### src/pkg/iotrg_consts.vh
`ifndef IOTRG_CONSTS_VH
`define IOTRG_CONSTS_VH

// clock and scan timing
`define IOTRG_CLK_PERIOD_NS 10
`define IOTRG_SCAN_PERIOD_MS 100
`define IOTRG_SCAN_CYCLES ((`IOTRG_SCAN_PERIOD_MS * 1000000) / `IOTRG_CLK_PERIOD_NS)

// bank geometry
`define IOTRG_PORT_COUNT 3
`define IOTRG_PORT_WIDTH 8
`define IOTRG_BANK_WIDTH 24
`define IOTRG_BASE_WIDTH 16

// register byte offsets
`define IOTRG_ADDR_PORT0 8'h00
`define IOTRG_ADDR_PORT1 8'h04
`define IOTRG_ADDR_PORT2 8'h08
`define IOTRG_ADDR_DIR 8'h0C
`define IOTRG_ADDR_BITWR 8'h10
`define IOTRG_ADDR_INSEL 8'h14
`define IOTRG_ADDR_INREAD 8'h18
`define IOTRG_ADDR_CACHE 8'h1C
`define IOTRG_ADDR_TRIG 8'h20
`define IOTRG_ADDR_CTRL 8'h24
`define IOTRG_ADDR_IRQ_STAT 8'h28
`define IOTRG_ADDR_IRQ_MASK 8'h2C

// single-bit write fields
`define IOTRG_BITWR_BIT_LSB 0
`define IOTRG_BITWR_PORT_LSB 4
`define IOTRG_BITWR_VAL_BIT 8

// input selector register fields
`define IOTRG_INSEL_SRC_LSB 0
`define IOTRG_INSEL_MASK_LSB 8
`define IOTRG_INSEL_MAX 3'h4
`define IOTRG_INSEL_MASK_RST 24'hFFFFFF

// trigger configuration fields
`define IOTRG_TRIG_ACT_LSB 0
`define IOTRG_TRIG_POL_BIT 3
`define IOTRG_TRIG_IDX_LSB 4
`define IOTRG_TRIG_BOARD_LSB 8
`define IOTRG_BOARD_MIN 3'h1
`define IOTRG_BOARD_MAX 3'h6
`define IOTRG_BOARD_BASE 3'h1

// trigger action codes
`define IOTRG_ACT_OFF 3'h0
`define IOTRG_ACT_JMP_ABORT 3'h1
`define IOTRG_ACT_JMP 3'h2
`define IOTRG_ACT_JMP_OFF 3'h3
`define IOTRG_ACT_JMP_OFF_ABORT 3'h4

// interrupt status bits
`define IOTRG_IRQ_FIRED 0
`define IOTRG_IRQ_SCAN 1
`define IOTRG_IRQ_WIDTH 2

`endif

### src/core/iotrg_scan_timer.v
`timescale 1ns/1ps
`default_nettype none

// free-running period tick, one-cycle pulse each PERIOD enabled cycles
module iotrg_scan_timer #(
   parameter integer PERIOD = 10000000,
   parameter integer CNT_W = 24
) (
   input wire mclk,
   input wire sys_rst,
   input wire ce,
   output reg tick_ff
);

   localparam integer LAST_I = PERIOD - 1;

   reg [CNT_W-1:0] count_ff;

   always @(posedge mclk) begin
      if (sys_rst) begin
         count_ff <= {CNT_W{1'b0}};
         tick_ff <= 1'b0;
      end else if (ce) begin
         if (count_ff == LAST_I[CNT_W-1:0]) begin
            count_ff <= {CNT_W{1'b0}};
            tick_ff <= 1'b1;
         end else begin
            count_ff <= count_ff + {{(CNT_W-1){1'b0}}, 1'b1};
            tick_ff <= 1'b0;
         end
      end
   end

endmodule // iotrg_scan_timer

`default_nettype wire

### src/core/iotrg_top.v
// Implementation choices: the plain strobed port and the register offsets.
`timescale 1ns/1ps
`default_nettype none
`include "iotrg_consts.vh"

// How it works
// - expansion bank has 24 bits arranged as three 8-bit ports.
// - each port's direction is set on its own, whole port at once.
// - outputs are active low; stored one pulls the pin to ground.
// - stored zero leaves the output pin high impedance.
// - reset makes every expansion bit an input with pins released.
// - whole-port write of 0 to 255 to port index 0 to 2.
// - single-bit write changes only the addressed bit of the port.
// - selector zero returns the live 16 base-card inputs, not a cache.
// - selector 0 to 4 picks base card or expansion groups.
// - a mask returns only the requested bits 0 to 23.
// - cached input status word refreshes once every 100 ms.
// - trigger input is sampled once every 100 ms.
// - trigger fires when sampled level equals configured polarity.
// - action 0 off, 1 jump+abort, 2 jump, 3 jump+off, 4 all.
// - trigger index 0 to 15, board number 1 to 6.
// - trigger is evaluated only while a user program runs.
// - direction zero is input, one output; ports 0,1,2 are A,B,C.
// - output data written before direction is held and driven later.
module iotrg_top #(
   parameter integer SCAN_CYCLES = `IOTRG_SCAN_CYCLES,
   parameter integer SCAN_CNT_W = 24
) (
   input wire mclk,
   input wire sys_rst,
   input wire ce,
   input wire [7:0] reg_addr,
   input wire [31:0] reg_wdata,
   input wire reg_wr,
   input wire reg_rd,
   output reg [31:0] reg_rdata_ff,
   input wire [15:0] base_in,
   input wire [23:0] exp_in,
   output wire [23:0] exp_out,
   output reg [23:0] exp_oe_ff,
   output reg trig_jump_ff,
   output reg trig_abort_ff,
   output wire irq
);

   localparam integer NPIN = `IOTRG_BASE_WIDTH + `IOTRG_BANK_WIDTH;

   // pin synchroniser, three stages per pin
   wire [NPIN-1:0] pin_raw;
   reg [NPIN-1:0] sync1_ff;
   reg [NPIN-1:0] sync2_ff;
   reg [NPIN-1:0] sync3_ff;
   reg [NPIN-1:0] pin_ff;
   wire [NPIN-1:0] nxt_pin;

   // bank state
   reg [23:0] out_data_ff;
   reg [2:0] port_direction_set_ff;
   reg [23:0] nxt_out_data;
   reg [2:0] nxt_dir;

   // input read path
   reg [2:0] input_read_selector_ff;
   reg [23:0] input_mask_ff;
   reg [23:0] cached_input_status_ff;
   reg [23:0] in_source;

   // trigger configuration
   reg [2:0] trigger_action_ff;
   reg trigger_polarity_ff;
   reg [3:0] trigger_input_index_ff;
   reg [2:0] trigger_board_ff;
   reg prog_running_ff;
   reg [2:0] nxt_action;

   // interrupt block
   reg [`IOTRG_IRQ_WIDTH-1:0] irq_stat_ff;
   reg [`IOTRG_IRQ_WIDTH-1:0] irq_mask_ff;
   reg [`IOTRG_IRQ_WIDTH-1:0] irq_event;
   reg [`IOTRG_IRQ_WIDTH-1:0] nxt_irq_stat;

   wire scan_tick;
   wire [23:0] base_live;
   wire [23:0] exp_live;
   wire trig_sample;
   wire trig_fire;
   reg [31:0] rd_mux;

   // bit-write, selector and trigger decode helpers
   wire [2:0] bw_bit;
   wire [1:0] bw_port;
   wire bw_val;
   wire [4:0] bw_index;
   wire [2:0] wsel;
   wire [2:0] wboard;
   wire [2:0] wact;

   assign pin_raw = {exp_in, base_in};

   // a change only counts once two late stages agree, filters one-cycle glitches
   genvar gi;
   generate
      for (gi = 0; gi < NPIN; gi = gi + 1) begin : g_pin
         assign nxt_pin[gi] = (sync2_ff[gi] == sync3_ff[gi]) ? sync3_ff[gi] : pin_ff[gi];
      end
   endgenerate

   always @(posedge mclk) begin
      if (sys_rst) begin
         sync1_ff <= {NPIN{1'b0}};
         sync2_ff <= {NPIN{1'b0}};
         sync3_ff <= {NPIN{1'b0}};
         pin_ff <= {NPIN{1'b0}};
      end else if (ce) begin
         sync1_ff <= pin_raw;
         sync2_ff <= sync1_ff;
         sync3_ff <= sync2_ff;
         pin_ff <= nxt_pin;
      end
   end

   // synchroniser and filter together cost four cycles of latency on every pin
   assign base_live = {8'h00, pin_ff[`IOTRG_BASE_WIDTH-1:0]};
   assign exp_live = pin_ff[NPIN-1:`IOTRG_BASE_WIDTH];

   iotrg_scan_timer #(
      .PERIOD(SCAN_CYCLES),
      .CNT_W(SCAN_CNT_W)
   ) u_scan (
      .mclk(mclk),
      .sys_rst(sys_rst),
      .ce(ce),
      .tick_ff(scan_tick)
   );

   assign bw_bit = reg_wdata[`IOTRG_BITWR_BIT_LSB +: 3];
   assign bw_port = reg_wdata[`IOTRG_BITWR_PORT_LSB +: 2];
   assign bw_val = reg_wdata[`IOTRG_BITWR_VAL_BIT];
   assign bw_index = {bw_port, bw_bit};
   assign wsel = reg_wdata[`IOTRG_INSEL_SRC_LSB +: 3];
   assign wboard = reg_wdata[`IOTRG_TRIG_BOARD_LSB +: 3];
   assign wact = reg_wdata[`IOTRG_TRIG_ACT_LSB +: 3];

   // output data and direction; data is kept whatever the direction
   always @* begin
      nxt_out_data = out_data_ff;
      nxt_dir = port_direction_set_ff;
      if (reg_wr) begin
         if (reg_addr == `IOTRG_ADDR_PORT0) begin
            nxt_out_data[7:0] = reg_wdata[7:0];
         end else if (reg_addr == `IOTRG_ADDR_PORT1) begin
            nxt_out_data[15:8] = reg_wdata[7:0];
         end else if (reg_addr == `IOTRG_ADDR_PORT2) begin
            nxt_out_data[23:16] = reg_wdata[7:0];
         end else if (reg_addr == `IOTRG_ADDR_BITWR) begin
            // port index 3 does not exist, so the write is dropped
            if (bw_port != 2'h3) begin
               nxt_out_data[bw_index] = bw_val;
            end
         end else if (reg_addr == `IOTRG_ADDR_DIR) begin
            nxt_dir = reg_wdata[2:0];
         end
      end
   end

   // per-port enable; a port pulls its pins only while its direction is output
   wire [23:0] nxt_oe;
   genvar gp;
   generate
      for (gp = 0; gp < `IOTRG_PORT_COUNT; gp = gp + 1) begin : g_port
         assign nxt_oe[gp*8 +: 8] = nxt_out_data[gp*8 +: 8] & {8{nxt_dir[gp]}};
      end
   endgenerate

   always @(posedge mclk) begin
      if (sys_rst) begin
         out_data_ff <= 24'h000000;
         port_direction_set_ff <= 3'h0;
         exp_oe_ff <= 24'h000000;
      end else if (ce) begin
         out_data_ff <= nxt_out_data;
         port_direction_set_ff <= nxt_dir;
         // pull low only for stored ones on output ports
         exp_oe_ff <= nxt_oe;
      end
   end

   // open-drain: the driven level is always low
   assign exp_out = 24'h000000;

   // direct read source, selector picks the group
   always @* begin
      case (input_read_selector_ff)
         3'h0: in_source = base_live;
         3'h1: in_source = out_data_ff;
         3'h2: in_source = exp_live;
         3'h3: in_source = {out_data_ff[23:16], exp_live[15:0]};
         3'h4: in_source = {4'h0, out_data_ff[23:16], exp_live[11:0]};
         default: in_source = 24'h000000;
      endcase
   end

   // trigger source: board 1 is the base card, others the expansion inputs
   // limitation: boards 2 to 6 share one bank, so bank bits above 15 cannot trigger
   assign trig_sample = (trigger_board_ff == `IOTRG_BOARD_BASE) ?
                        base_live[trigger_input_index_ff] :
                        exp_live[{1'b0, trigger_input_index_ff}];
   assign trig_fire = scan_tick & prog_running_ff &
                      (trigger_action_ff != `IOTRG_ACT_OFF) &
                      (trig_sample == trigger_polarity_ff);

   // self-disable on codes 3 and 4; a software write the same cycle wins
   always @* begin
      nxt_action = trigger_action_ff;
      if (trig_fire && (trigger_action_ff == `IOTRG_ACT_JMP_OFF ||
                        trigger_action_ff == `IOTRG_ACT_JMP_OFF_ABORT)) begin
         nxt_action = `IOTRG_ACT_OFF;
      end
      if (reg_wr && reg_addr == `IOTRG_ADDR_TRIG &&
          wboard >= `IOTRG_BOARD_MIN && wboard <= `IOTRG_BOARD_MAX &&
          wact <= `IOTRG_ACT_JMP_OFF_ABORT) begin
         nxt_action = wact;
      end
   end

   always @(posedge mclk) begin
      if (sys_rst) begin
         input_read_selector_ff <= 3'h0;
         input_mask_ff <= `IOTRG_INSEL_MASK_RST;
         cached_input_status_ff <= 24'h000000;
         trigger_action_ff <= `IOTRG_ACT_OFF;
         trigger_polarity_ff <= 1'b0;
         trigger_input_index_ff <= 4'h0;
         trigger_board_ff <= `IOTRG_BOARD_BASE;
         prog_running_ff <= 1'b0;
         irq_mask_ff <= {`IOTRG_IRQ_WIDTH{1'b0}};
         trig_jump_ff <= 1'b0;
         trig_abort_ff <= 1'b0;
      end else if (ce) begin
         // cache moves only on a tick; the direct read path stays live
         if (scan_tick) begin
            cached_input_status_ff <= base_live;
         end
         trigger_action_ff <= nxt_action;
         trig_jump_ff <= trig_fire;
         trig_abort_ff <= trig_fire &
                          (trigger_action_ff == `IOTRG_ACT_JMP_ABORT ||
                           trigger_action_ff == `IOTRG_ACT_JMP_OFF_ABORT);
         if (reg_wr) begin
            if (reg_addr == `IOTRG_ADDR_INSEL) begin
               // out-of-range selector leaves the old choice standing
               if (wsel <= `IOTRG_INSEL_MAX) begin
                  input_read_selector_ff <= wsel;
               end
               input_mask_ff <= reg_wdata[`IOTRG_INSEL_MASK_LSB +: 24];
            end else if (reg_addr == `IOTRG_ADDR_TRIG) begin
               if (wboard >= `IOTRG_BOARD_MIN && wboard <= `IOTRG_BOARD_MAX &&
                   wact <= `IOTRG_ACT_JMP_OFF_ABORT) begin
                  trigger_polarity_ff <= reg_wdata[`IOTRG_TRIG_POL_BIT];
                  trigger_input_index_ff <= reg_wdata[`IOTRG_TRIG_IDX_LSB +: 4];
                  trigger_board_ff <= wboard;
               end
            end else if (reg_addr == `IOTRG_ADDR_CTRL) begin
               prog_running_ff <= reg_wdata[0];
            end else if (reg_addr == `IOTRG_ADDR_IRQ_MASK) begin
               irq_mask_ff <= reg_wdata[`IOTRG_IRQ_WIDTH-1:0];
            end
         end
      end
   end

   // sticky events; read clears, but a same-cycle event survives
   always @* begin
      irq_event = {`IOTRG_IRQ_WIDTH{1'b0}};
      irq_event[`IOTRG_IRQ_FIRED] = trig_fire;
      irq_event[`IOTRG_IRQ_SCAN] = scan_tick;
      nxt_irq_stat = irq_stat_ff;
      if (reg_rd && reg_addr == `IOTRG_ADDR_IRQ_STAT) begin
         nxt_irq_stat = {`IOTRG_IRQ_WIDTH{1'b0}};
      end
      nxt_irq_stat = nxt_irq_stat | irq_event;
   end

   always @(posedge mclk) begin
      if (sys_rst) begin
         irq_stat_ff <= {`IOTRG_IRQ_WIDTH{1'b0}};
      end else if (ce) begin
         irq_stat_ff <= nxt_irq_stat;
      end
   end

   // level output; it drops only when software reads the status or masks it
   assign irq = |(irq_stat_ff & irq_mask_ff);

   // read mux; unmapped offsets read zero
   always @* begin
      rd_mux = 32'h00000000;
      if (reg_addr == `IOTRG_ADDR_PORT0) begin
         rd_mux[7:0] = out_data_ff[7:0];
      end else if (reg_addr == `IOTRG_ADDR_PORT1) begin
         rd_mux[7:0] = out_data_ff[15:8];
      end else if (reg_addr == `IOTRG_ADDR_PORT2) begin
         rd_mux[7:0] = out_data_ff[23:16];
      end else if (reg_addr == `IOTRG_ADDR_DIR) begin
         rd_mux[2:0] = port_direction_set_ff;
      end else if (reg_addr == `IOTRG_ADDR_INSEL) begin
         rd_mux[`IOTRG_INSEL_SRC_LSB +: 3] = input_read_selector_ff;
         rd_mux[`IOTRG_INSEL_MASK_LSB +: 24] = input_mask_ff;
      end else if (reg_addr == `IOTRG_ADDR_INREAD) begin
         rd_mux[23:0] = in_source & input_mask_ff;
      end else if (reg_addr == `IOTRG_ADDR_CACHE) begin
         rd_mux[23:0] = cached_input_status_ff;
      end else if (reg_addr == `IOTRG_ADDR_TRIG) begin
         rd_mux[`IOTRG_TRIG_ACT_LSB +: 3] = trigger_action_ff;
         rd_mux[`IOTRG_TRIG_POL_BIT] = trigger_polarity_ff;
         rd_mux[`IOTRG_TRIG_IDX_LSB +: 4] = trigger_input_index_ff;
         rd_mux[`IOTRG_TRIG_BOARD_LSB +: 3] = trigger_board_ff;
      end else if (reg_addr == `IOTRG_ADDR_CTRL) begin
         rd_mux[0] = prog_running_ff;
      end else if (reg_addr == `IOTRG_ADDR_IRQ_STAT) begin
         rd_mux[`IOTRG_IRQ_WIDTH-1:0] = irq_stat_ff;
      end else if (reg_addr == `IOTRG_ADDR_IRQ_MASK) begin
         rd_mux[`IOTRG_IRQ_WIDTH-1:0] = irq_mask_ff;
      end
   end

   // enabled cycles load data while reg_rd is high and zero otherwise; a cycle with ce low holds the old word
   always @(posedge mclk) begin
      if (sys_rst) begin
         reg_rdata_ff <= 32'h00000000;
      end else if (ce) begin
         if (reg_rd) begin
            reg_rdata_ff <= rd_mux;
         end else begin
            reg_rdata_ff <= 32'h00000000;
         end
      end
   end

endmodule // iotrg_top

`default_nettype wire

### config.mk
export PLATFORM = sky130hd
export DESIGN_NAME = iotrg_top
export DESIGN_NICKNAME = d
export VERILOG_FILES = /design/src/core/iotrg_scan_timer.v /design/src/core/iotrg_top.v
export VERILOG_INCLUDE_DIRS = /design/src /design/src/pkg
export SDC_FILE = /design/constraint.sdc
export NUM_CORES = 1
export LEC_CHECK = 0
export ABC_AREA = 0
export BUFFER_PORTS_ARGS = -buffer_cell sky130_fd_sc_hd__clkbuf_2
export CORE_MARGIN = 2
export CORE_UTILIZATION = 45
export CTS_CLUSTER_SIZE = 28
export DETAILED_ROUTE_END_ITERATION = 10
export MAX_ROUTING_LAYER = met4
export PLACE_DENSITY = 0.68
export SLEW_MARGIN = 30
export SYNTH_ARGS = -nofsm -noshare
export SYNTH_HDL_FRONTEND = slang
export SYNTH_SLANG_ARGS = --single-unit
export TNS_END_PERCENT = 100
### constraint.sdc
create_clock -name mclk -period 5.65 [get_ports mclk]
set_clock_uncertainty 0.15 [all_clocks]
set_input_delay 0.8475 -clock mclk [delete_from_list [all_inputs] [get_ports mclk]]
set_output_delay 0.8475 -clock mclk [all_outputs]
set_load 0.01 [all_outputs]
==> metrics.cfg <==
[outcome]
outcome = complete, no violations

[logic_synthesis]
synth_edf_count = 0
ys_seq_elements = 329
syn_area_um2 = 15000
netlist_instances = 1764
synthArstFlopShare_pct = 0
synth_seq_area_share_pct = 44.0
yosys_warnings = 0
synth-simple-area-share_pct = 18.7
synth_ff_type = dfxtp_1
synth_top_family_by_area = compound AO/OA/AOI/OAI gates
synth_compound_area_share_pct = 19.1
netlist-cell-type-count = 81
synth.area.mux_share_pct = 11.7
synthXorXnorAreaFrac_pct = 1.40
yosys.area_share.adder_pct = 0.0835
synth_area_per_cell_um2 = 8.49

[drt]
routed_wl_mm = 44.3
drt_iter0_markers = 1491
dr_total_vias = 13300
ant_nets = 0
wl_per_cell_um = 19.2
wl_met1_mm = 20.2
met3_length_mm = 3.36
drc = 0
top_layer = met4
wl_met2_mm = 19.0
viasPerCell = 5.76
firstDrtPassIters = 8

[worst_setup_path]
path_cells = clkbuf_2 -> nor2_1 -> and3_1 -> and3_1 -> and2_1 -> nor2b_1 -> nand3_1 -> a21oi_1
cp_data_required_time_ns = 5.95
end_kind = flop
cp.arrival_ns = 3.42
critPathKind = in -> reg
start_kind = input port
crit_top_cell = and3_1
reg2reg_slack_ns = 2.70
crit_path_max_fanout = 17
slowest_stage = and3_1
cpPeakStageDelay_ns = 0.62

[layout]
fillers = 3066
final_common_cell = dfxtp_1
mostFrequentLayoutCells = dfxtp_1 (329), nand2_1 (261), nor2_1 (209)
drive_gt1_share_pct = 13.4
design_area_um2 = 17000
syn_to_final_growth_pct = 13.4
fin_nets = 1929

[global_route]
grt_antenna_before_repair = 1
grt_pass1_vias = 12100
grt.total_usage_pct = 25.1
grt_pass1_wl_mm = 68.6
grt_max_degree = 90
grt_overflow = 0

[cts]
post-cts-setup-buffers = 0
root_buffer = clkbuf_16
hold_buffers = 0
cts_tree = done
cts_resized = 0
numCtsBuffers = 37
cts.sinks = 329
path_clk_slew_ns = 0.06
h-tree-depth = 2
clk_path_buf_depth = 3
insertion_delay_ns = 0.53

[timing]
rsz0062_at_grt = no
setup_violations = 0
worst_pin_slew_ns = 0.974
fmax_mhz = 321
worst_slack_ns = 2.53
min_period_over_period_pct = 55.2
finalHoldViolCount = 0
max_slew_margin_pct = 35.0
setup_tns_ns = 0
final.min_clock_period_ns = 3.12
finalMaxSlewViolations = 0

[die]
fp.dieW_um = 186
start_util_pct = 45.9
core_um2 = 32600
row_count = 66
dieArea_um2 = 34800
die_h_um = 186
io_pins = 168

[job]
cap_viol_max_count = 0

[pwr]
p_per_area_nw_per_um2 = 292
vdd.ir_drop.worst_uv = 168
p_leak_nw = 7.00

[placed_design]
place_hpwl_mm = 30.8
io_buffers = 143
gp_congestion = 0.940
dpl-instance-area_um2 = 15800
pre_cts_ws_ns = 1.91

[min_path]
hp-class = reg -> reg

-- kinds of logic after synthesis --
group	Yosys count
AOI/OAI and AO/OA	445
DFF	329
buffers and inverters	160
and+or+nand+nor	631
xor gates and xnor gates	24
muxes	173
adders and majority gates	1
other	1
-- synthesized netlist by cell type, types with 10 or more instances --
cell / number / area, um^2
mux2_2: 11 / 124
and3_1: 14 / 87.6
nor2_1: 210 / 788
nor2b_1: 14 / 87.6
dfxtp_1: 329 / 6590
nand3_1: 67 / 335
inv_1: 16 / 60.1
a21oi_1: 124 / 621
a31oi_1: 16 / 100
clkbuf_1: 60 / 225
a22oi_1: 36 / 270
a222oi_1: 12 / 120
o22a_1: 15 / 131
buf_2: 33 / 165
nand2_1: 261 / 980
a21o_1: 41 / 308
buf_1: 20 / 75.1
buf_4: 27 / 203
o21ai_0: 120 / 601
a22o_1: 13 / 114
xor2_1: 11 / 96.3
xnor2_1: 13 / 114
o221ai_1: 10 / 87.6
mux2i_1: 161 / 1610
-- state kept, by name (all words and copies together) (netlist names), 4 cells and up --
| register | count |
|---|---|
| cached_input_status_ff | 16 |
| exp_oe_ff | 24 |
| input_mask_ff | 24 |
| out_data_ff | 24 |
| pin_ff | 40 |
| reg_rdata_ff | 32 |
| sync1_ff | 40 |
| sync2_ff | 40 |
| sync3_ff | 40 |
| trigger_input_index_ff | 4 |
| u_scan.count_ff | 24 |
-- through the flow --
stage	utilization (%)	std cells	total power [mW]	hold WS (ns)
5_1_grt	52.1	2312	5.13	0.322
3_5_place_dp	48.4	2246	2.70	0.297
6_report	52.1	2312	4.97	0.303
4_1_cts	52.1	2311	5.00	0.305
3_3_place_gp	48.4	2245	2.69	0.289
2_1_floorplan	-	1787	2.61	0.283
-- area by class of cell --
cell class	instances	area, um^2	area share [%]
diodes	1	2.50	0.0147
clock buffers	55	1070	6.32
clock inverters	10	110	0.648
inverters	19	71.3	0.420
multi-input cells	1298	7740	45.6
flip-flops and latches	329	6590	38.8
well taps	442	553	3.25
repair buffers	158	856	5.04
-- path summary, 6_finish.rpt --
kind                                                              from                           endpoint  depth (start not counted)
worst max-delay path                                       reg_addr[1]      reg_rdata_ff[23]$_SDFFE_PP0P_                          8
worst min-delay path                          sync3_ff[1]$_SDFFE_PP0P_             pin_ff[1]$_SDFFE_PP0P_                          2
worst max register to register  trigger_input_index_ff[1]$_SDFFE_PP0P_  trigger_action_ff[1]$_SDFFE_PP0P_                          7
worst min register to register                sync3_ff[1]$_SDFFE_PP0P_             pin_ff[1]$_SDFFE_PP0P_                          2
-- critical path: cells and delay by family --
kind / cells / cell delay [ns]
buf+inv: 1 / 0.13
compound gates: 1 / 0.14
simple gates: 6 / 2.30
-- where the power goes --
group          internal, mW  switching, mW  total, mW
combinational        0.0883          0.179      0.268
clock                  1.37          0.953       2.32
sequential             2.35         0.0254       2.38
total                  3.81           1.16       4.97
-- routing by layer --
metal	track usage, %	vias up
met3	4.76	112
li1	-	6368
met1	34.3	6258
met5	-	-
met4	9.71	0
met2	36.9	584
Note: power is estimated with default switching activity, not from simulation.
